[src/hdl/cam_pkg.sv]
// Constants and types shared by the arithmetic, multiply and divide unit
package cam_pkg;
	localparam int CAM_W = 16;
	localparam int CAM_BYTE_W = 8;
	localparam int CAM_LIT_W = 5;
	// Divide iterates once per divisor bit
	localparam int DIV_CYCLES = CAM_W;
	// Status word bit positions
	localparam int ST_C = 0;
	localparam int ST_Z = 1;
	localparam int ST_N = 2;
	localparam int ST_OV = 3;
	localparam int ST_DC = 4;
	localparam int ST_W = 5;
	localparam logic [ST_W-1:0] STATUS_RESET = 5'h00;
	localparam logic [CAM_W-1:0] WORD_RESET = 16'h0000;
	typedef enum logic [3:0] {
		OP_ADD, OP_SUB, OP_AND, OP_IOR, OP_XOR, OP_SHL, OP_LSR, OP_ASR,
		OP_MUL_SS, OP_MUL_UU, OP_MUL_SU, OP_MUL_US, OP_MUL_SLIT, OP_MUL_ULIT, OP_MUL_BYTE
	} cam_op_e;
	typedef enum logic [1:0] {DV_IDLE, DV_RUN, DV_FIX} cam_div_state_e;
endpackage

[src/hdl/cam_alu_mul_div.sv]
// Integer arithmetic unit with multiplier and iterative divider
`timescale 1ns/1ps
`default_nettype none

// Function
// - 16-bit datapath adds, subtracts, shifts and does logic operations
// - Arithmetic operands and results are two's complement unless stated otherwise
// - Add and subtract update carry, zero, negative, signed wrap and nibble flags
// - Shifts update carry, zero and negative; logic ops zero and negative; multiplies leave all flags
// - Subtract uses carry and nibble flags as inverted borrow indicators
// - Byte or word width per instruction; flags evaluated at that width
// - Operands from register file or memory; result to either destination
// - 17x17 multiplier gives signed, unsigned and mixed-sign 16x16 products
// - Register operand times unsigned 5-bit literal, signed or unsigned
// - Byte mode multiplies two unsigned 8-bit operands
// - Divide 32/16 and 16/16, each signed and unsigned
// - Quotient always to quotient_reg, remainder always to remainder_reg
// - Divisor any register; 32-bit dividend from aligned pair, odd is upper
// - One cycle per divisor bit; both divide sizes take equal cycles
module cam_alu_mul_div
	import cam_pkg::*;
(
	// Clock and reset
	input wire logic clk_in,
	input wire logic reset_in,
	// Operation request
	input wire logic op_valid_in,
	input wire cam_op_e op_code_in,
	input wire logic byte_mode_in,
	input wire logic [CAM_LIT_W-1:0] literal_in,
	// Operand sources
	input wire logic a_from_mem_in,
	input wire logic b_from_mem_in,
	input wire logic [CAM_W-1:0] a_file_in,
	input wire logic [CAM_W-1:0] a_mem_in,
	input wire logic [CAM_W-1:0] b_file_in,
	input wire logic [CAM_W-1:0] b_mem_in,
	input wire logic dest_mem_in,
	// Divide request
	input wire logic div_start_in,
	input wire logic div_signed_in,
	input wire logic div_long_in,
	input wire logic [CAM_W-1:0] dividend_even_in,
	input wire logic [CAM_W-1:0] dividend_odd_in,
	input wire logic [CAM_W-1:0] divisor_in,
	// Results
	output logic result_valid_out,
	output logic result_to_mem_out,
	output logic [CAM_W-1:0] result_out,
	output logic [CAM_W-1:0] result_hi_out,
	output logic [ST_W-1:0] status_word_out,
	// Divide results
	output logic div_busy_out,
	output logic div_done_out,
	output logic [CAM_W-1:0] quotient_reg_out,
	output logic [CAM_W-1:0] remainder_reg_out
);
	// ------------------------------------------------------------
	// Operand steering and adder
	// ------------------------------------------------------------
	wire [CAM_W-1:0] op_a = a_from_mem_in ? a_mem_in : a_file_in;
	wire [CAM_W-1:0] op_b = b_from_mem_in ? b_mem_in : b_file_in;
	wire is_sub = (op_code_in == OP_SUB);
	// Subtract as a + ~b + 1, so carry out means no borrow
	wire [CAM_W-1:0] b_eff = is_sub ? ~op_b : op_b;
	wire [CAM_W:0] sum_w = {1'b0, op_a} + {1'b0, b_eff} + {16'h0000, is_sub};
	wire [CAM_BYTE_W:0] sum_b = {1'b0, op_a[7:0]} + {1'b0, b_eff[7:0]} + {8'h00, is_sub};
	wire [4:0] sum_nib = {1'b0, op_a[3:0]} + {1'b0, b_eff[3:0]} + {4'h0, is_sub};
	wire a_msb = byte_mode_in ? op_a[7] : op_a[15];
	wire b_msb = byte_mode_in ? b_eff[7] : b_eff[15];
	wire add_c = byte_mode_in ? sum_b[8] : sum_w[16];
	wire sr_in = (op_code_in == OP_ASR) ? a_msb : 1'b0;
	wire [CAM_W-1:0] shr = byte_mode_in ? {8'h00, sr_in, op_a[7:1]} : {sr_in, op_a[15:1]};

	// ------------------------------------------------------------
	// Operation select and width merge
	// ------------------------------------------------------------
	logic [CAM_W-1:0] raw_res;
	logic op_c;
	// Shift out bit feeds carry; logic ops leave carry alone
	always_comb begin
		raw_res = sum_w[CAM_W-1:0];
		op_c = add_c;
		case (op_code_in)
			OP_AND: raw_res = op_a & op_b;
			OP_IOR: raw_res = op_a | op_b;
			OP_XOR: raw_res = op_a ^ op_b;
			OP_SHL: begin
				raw_res = {op_a[14:0], 1'b0};
				op_c = a_msb;
			end
			OP_LSR, OP_ASR: begin
				raw_res = shr;
				op_c = op_a[0];
			end
			default: begin
				raw_res = sum_w[CAM_W-1:0];
				op_c = add_c;
			end
		endcase
	end
	// Byte ops keep the upper byte of the first operand intact
	wire [CAM_W-1:0] alu_res = byte_mode_in ? {op_a[15:8], raw_res[7:0]} : raw_res;
	wire res_msb = byte_mode_in ? alu_res[7] : alu_res[15];
	wire res_zero = byte_mode_in ? (alu_res[7:0] == 8'h00) : (alu_res == 16'h0000);
	wire is_arith = (op_code_in == OP_ADD) || is_sub;
	wire is_shift = (op_code_in == OP_SHL) || (op_code_in == OP_LSR) || (op_code_in == OP_ASR);
	wire is_mul = (op_code_in >= OP_MUL_SS);
	wire arith_ov = (a_msb == b_msb) && (res_msb != a_msb);

	// ------------------------------------------------------------
	// Status word update per operation class
	// ------------------------------------------------------------
	logic [ST_W-1:0] next_status;
	always_comb begin
		next_status = status_word_out;
		if (op_valid_in && !is_mul) begin
			next_status[ST_Z] = res_zero;
			next_status[ST_N] = res_msb;
			if (is_arith || is_shift)
				next_status[ST_C] = op_c;
			if (is_arith) begin
				next_status[ST_OV] = arith_ov;
				next_status[ST_DC] = sum_nib[4];
			end
		end
	end

	// ------------------------------------------------------------
	// Multiplier, 17x17 signed core
	// ------------------------------------------------------------
	// The extra bit carries sign or zero so one signed array covers all modes
	wire a_sx = ((op_code_in == OP_MUL_SS) || (op_code_in == OP_MUL_SU) ||
		(op_code_in == OP_MUL_SLIT)) && op_a[15];
	wire b_sx = ((op_code_in == OP_MUL_SS) || (op_code_in == OP_MUL_US)) && op_b[15];
	wire is_lit = (op_code_in == OP_MUL_SLIT) || (op_code_in == OP_MUL_ULIT);
	wire is_mb = (op_code_in == OP_MUL_BYTE);
	wire [CAM_W:0] mul_a = is_mb ? {9'h000, op_a[7:0]} : {a_sx, op_a};
	wire [CAM_W:0] mul_b = is_lit ? {12'h000, literal_in} :
		(is_mb ? {9'h000, op_b[7:0]} : {b_sx, op_b});
	wire signed [2*CAM_W+1:0] mul_p = $signed(mul_a) * $signed(mul_b);

	// ------------------------------------------------------------
	// Result and status registers
	// ------------------------------------------------------------
	always_ff @(posedge clk_in) begin
		if (reset_in) begin
			result_valid_out <= 1'b0;
			result_to_mem_out <= 1'b0;
			result_out <= WORD_RESET;
			result_hi_out <= WORD_RESET;
			status_word_out <= STATUS_RESET;
		end else begin
			result_valid_out <= op_valid_in;
			status_word_out <= next_status;
			if (op_valid_in) begin
				result_to_mem_out <= dest_mem_in;
				result_out <= is_mul ? mul_p[CAM_W-1:0] : alu_res;
				result_hi_out <= is_mul ? mul_p[2*CAM_W-1:CAM_W] : WORD_RESET;
			end
		end
	end

	// ------------------------------------------------------------
	// Divider: operand magnitudes
	// ------------------------------------------------------------
	// Short divides see a 32-bit dividend whose upper half is the extension
	wire [2*CAM_W-1:0] dd_raw = div_long_in ? {dividend_odd_in, dividend_even_in} :
		{{CAM_W{div_signed_in & dividend_even_in[15]}}, dividend_even_in};
	wire dd_neg = div_signed_in & dd_raw[31];
	wire dv_neg = div_signed_in & divisor_in[15];
	wire [2*CAM_W-1:0] dd_mag = dd_neg ? (~dd_raw + 32'h00000001) : dd_raw;
	wire [CAM_W-1:0] dv_mag = dv_neg ? (~divisor_in + 16'h0001) : divisor_in;

	cam_div_state_e div_state;
	logic [4:0] div_cnt;
	logic [CAM_W-1:0] rem_acc, quo_acc, dv_hold;
	logic q_neg, r_neg;
	// One restoring step: shift in next dividend bit, subtract if it fits
	wire [CAM_W+1:0] trial = {1'b0, rem_acc, quo_acc[15]} - {2'b00, dv_hold};
	wire fits = ~trial[CAM_W+1];
	wire [CAM_W-1:0] next_rem = fits ? trial[CAM_W-1:0] : {rem_acc[14:0], quo_acc[15]};
	wire [CAM_W-1:0] next_quo = {quo_acc[14:0], fits};
	assign div_busy_out = (div_state != DV_IDLE);

	// ------------------------------------------------------------
	// Divider sequencer
	// ------------------------------------------------------------
	// Overflowing quotients are not flagged and come out wrong, not truncated; software must check range
	always_ff @(posedge clk_in) begin
		if (reset_in) begin
			div_state <= DV_IDLE;
			div_cnt <= 5'h00;
			rem_acc <= WORD_RESET;
			quo_acc <= WORD_RESET;
			dv_hold <= WORD_RESET;
			q_neg <= 1'b0;
			r_neg <= 1'b0;
			div_done_out <= 1'b0;
			quotient_reg_out <= WORD_RESET;
			remainder_reg_out <= WORD_RESET;
		end else begin
			div_done_out <= 1'b0;
			case (div_state)
				DV_IDLE: if (div_start_in) begin
					rem_acc <= dd_mag[31:16];
					quo_acc <= dd_mag[15:0];
					dv_hold <= dv_mag;
					q_neg <= dd_neg ^ dv_neg;
					r_neg <= dd_neg;
					div_cnt <= 5'h00;
					div_state <= DV_RUN;
				end
				DV_RUN: begin
					rem_acc <= next_rem;
					quo_acc <= next_quo;
					div_cnt <= div_cnt + 5'h01;
					if (div_cnt == 5'(DIV_CYCLES - 1))
						div_state <= DV_FIX;
				end
				DV_FIX: begin
					quotient_reg_out <= q_neg ? (~quo_acc + 16'h0001) : quo_acc;
					remainder_reg_out <= r_neg ? (~rem_acc + 16'h0001) : rem_acc;
					div_done_out <= 1'b1;
					div_state <= DV_IDLE;
				end
				default: div_state <= DV_IDLE;
			endcase
		end
	end

	logic [CAM_W-1:0] chk_dd, chk_dv;
	logic chk_plain;
	// Capture divide operands for the result check
	always_ff @(posedge clk_in) begin
		if (div_start_in && !div_busy_out) begin
			chk_dd <= dividend_even_in;
			chk_dv <= divisor_in;
			chk_plain <= !div_signed_in && !div_long_in;
		end
	end
	wire op_go = op_valid_in;
endmodule // cam_alu_mul_div

`default_nettype wire

[config.mk]
export PLATFORM = sky130hd
export DESIGN_NAME = cam_alu_mul_div
export DESIGN_NICKNAME = d
export VERILOG_FILES = /design/src/hdl/cam_pkg.sv /design/src/hdl/cam_alu_mul_div.sv
export SDC_FILE = /design/constraint.sdc
export NUM_CORES = 1
export LEC_CHECK = 0
export ABC_AREA = 0
export BUFFER_PORTS_ARGS = -buffer_cell sky130_fd_sc_hd__buf_4
export CAP_MARGIN = 25
export CORE_MARGIN = 2
export CORE_UTILIZATION = 55
export DETAILED_ROUTE_END_ITERATION = 7
export PLACE_DENSITY = 0.75
export SYNTH_ARGS = -nofsm -noshare
export SYNTH_HDL_FRONTEND = slang
export SYNTH_SLANG_ARGS = --single-unit
[constraint.sdc]
create_clock -name clk_in -period 12.1 [get_ports clk_in]
set_clock_uncertainty 0.2 [all_clocks]
set_input_delay 2.42 -clock clk_in [delete_from_list [all_inputs] [get_ports clk_in]]
set_output_delay 2.42 -clock clk_in [all_outputs]
set_load 0.02 [all_outputs]
==> reports/metrics.csv <==
stage,metric,value,unit
run_status,status,"complete, no violations",
synth,yosysUniqueCellTypes,82,
clock_network,clockRootBuffer,clkbuf_16,
clock_network,h-tree-depth,4,
clock_network,cts_hold_buf,0,
synth,synth_edf_count,0,
synth,yosysSeqAreaShare,12.7,%
synth,postSynthCellCount,2508,
power,power_density,271,nW/um^2
clock_network,clkTransAtPathRegs,0.06,ns
floorplan,fp.dieArea,38500,um^2
sta,hold_viol_final,0,
synth,synth-main-ff-cell,dfxtp_1,
clock_network,cts.sinks,129,
critical_path,cp.required,12.19,ns
global_routing,antenna_found_initial,0,
detailed_routing,avgRoutedWirePerCell,19.8,um
synth,synth_most_common_cell,inv_1,
sta,worstMarginPinSlew,1.09,ns
synth,synthTopCellsByCount,"396 x inv_1, 300 x nor2_1, 297 x nand2_1, 284 x fa_1, 151 x ha_1",
detailed_routing,wl,62.2,mm
floorplan,start_util,55.6,%
clock_network,cts_inserted_buffers,17,
floorplan,die_w,196,um
global_routing,grt_max_degree,63,
detailed_routing,met3_length,5.91,mm
sta,max_slew_margin,27.1,%
floorplan,ios,204,
sta,slew_viol_final,0,
synth,syn_nets,3074,
clock_network,clock_tree.buffer_depth,2,
detailed_routing,via_count,18565,
detailed_routing,top_layer,met4,
detailed_routing,ant_nets,0,
finish,final_cell_area,22900,um^2
critical_path,criticalPathCategory,input port to flop,
flow_run,cap_violations,0,
power,finalPower,0.00622,W
detailed_routing,drtIter0Drc,1573,
min_path,hp-class,flop to flop,
sta,rsz0062_at_grt,no,
sta,fin_hold_ws,0.251,ns
sta,finalCriticalPeriod,10.01,ns
detailed_routing,vias_per_cell,5.91,
place,dpl-instance-area,22300,um^2
power,vdd_drop_max,564,uV
critical_path,rrSetupSlack,8.55,ns
detailed_routing,firstDrtPassIters,6,
critical_path,critPathCaptureType,flop,
sta,tns,0,ns
place,numPortBuffers,203,
synth,async_reset_ff_share,0,%
power,leakage,10.9,nW
min_path,hold_depth,2,
clock_network,cts_resized,0,
global_routing,grt_usage,33.4,%
sta,setup_slack,2.09,ns
detailed_routing,wl_met1,24.9,mm
floorplan,rows,70,
clock_network,clk_latency,0.43,ns
finish,drive_gt1_share,11.9,%
clock_network,cts_setup_buffers,0,
synth,synth_area_leader_cell,fa_1,
critical_path,rr_worst_depth,12,
synth,synth-warning-count,0,
critical_path,cp_max_fo,16,
global_routing,grt_first_pass_wirelength,101,mm
detailed_routing,wl_met2,28.1,mm
critical_path,arrival,10.10,ns
global_routing,overflow,0,
sta,setup_viol,0,
floorplan,die_h,196,um
floorplan,core,36500,um^2
clock_network,cts_tree,built,
synth,synth_top_area_share,28.0,%
synth,syn_area,20300,um^2
finish,antenna_cells,0,
finish,layout.nets,3227,
sta,fmax,99.9,MHz
sta,finalCritPeriodShare,82.7,%
detailed_routing,drc_errors,0,
place,place_congestion,1.02,
finish,syn_to_final_growth,13.0,%
critical_path,cp-start-kind,input port,
synth,ys_ff_latch,129,
global_routing,first_global_vias,18897,
place,dp_hpwl,49.7,mm
place,post-place-ws,1.79,ns
synth,avgSynthCellArea,8.09,um^2
synth,synth_area_leaders,"fa_1 28%, dfxtp_1 13%, ha_1 9.3%",
==> stage by stage <==
step                      util, %  std cells
after floorplan                 -       2508
after global placement       61.0       3107
after detailed placement     61.1       3109
after CTS                    62.8       3141
after global routing         62.8       3142
final                        62.8       3142
==> layout by cell type, fill, tap and decap left out, types with 17 or more instances in the layout <==
cell and count:
dfxtp_1 129, fa_1 284, or3_1 19, inv_1 396, nand2b_1 21, a22oi_1 28
ha_1 151, a21oi_1 146, xnor2_1 66, o21ai_0 80, mux2i_1 39, xor2_1 64
nand3_1 23, nor2_1 300, nand2_1 297, buf_4 241, clkbuf_16 17, a211oi_1 49
nor3_1 35
==> path summary, 6_finish.rpt <==
check,end,startpoint
max reg2reg,rem_acc[2],rem_acc[0]
min,remainder_reg_out[8],remainder_reg_out[8]
max,result_hi_out[15],b_from_mem_in
min reg2reg,remainder_reg_out[8],remainder_reg_out[8]
==> state kept, by name, summed over array words and instances (netlist names) <==
signal and cells:
div_state 2, result_hi_out 16, rem_acc 16, result_valid_out 1, remainder_reg_out 16, quotient_reg_out 16, status_word_out 5, div_cnt 5
q_neg 1, div_done_out 1, dv_hold 16, quo_acc 16, r_neg 1, result_out 16, result_to_mem_out 1
==> area by class of cell <==
cell class                      instances  area [um^2]
Clock buffer                           17          425
Clock inverter                         15          181
Fill cell                            3239        13600
Inverter                              401         1510
Multi-Input combinational cell       1869        15800
Sequential cell                       129         2580
Tap cell                              468          586
Timing Repair Buffer                  243         1850
==> cells by family after synthesis <==
kind of cell             synth area share [%]
multiplexers                             2.85
AO/OA/AOI/OAI                            15.0
buffers and inverters                    9.59
XOR/XNOR                                 5.61
adder cells (fa/ha/maj)                  37.3
AND/OR/NAND/NOR                          17.0
flip-flops                               12.7
==> power by group <==
part	internal, W	total [W]	switching [W]
Sequential	0.000476	0.000521	0.0000446
Combinational	0.00216	0.00516	0.00300
Clock	0.000326	0.000540	0.000214
==> critical path: stages <==
cell and delay [ns]:
buf_4 0.26, mux2i_1 0.32, nor4_1 0.94, inv_1 0.47, nor2_1 0.26, fa_1 0.47, fa_1 0.49, fa_1 0.53
fa_1 0.53, fa_1 0.55, inv_1 0.06, fa_1 0.53, inv_1 0.04, ha_1 0.35, a21o_1 0.18, a21o_1 0.17
a21oi_1 0.13, o21ai_0 0.16, or3_1 0.37, o211ai_1 0.26, nand3_1 0.13, a31oi_1 0.22, xnor2_1 0.13, o21ai_0 0.09
==> metal layers <==
metal  GRT usage, %  up-vias
met5              0        -
met4           16.3        0
met3           6.93      193
met2           52.9      988
met1           43.8     8908
li1               -     8476
Power figures use the tool's default switching activity.
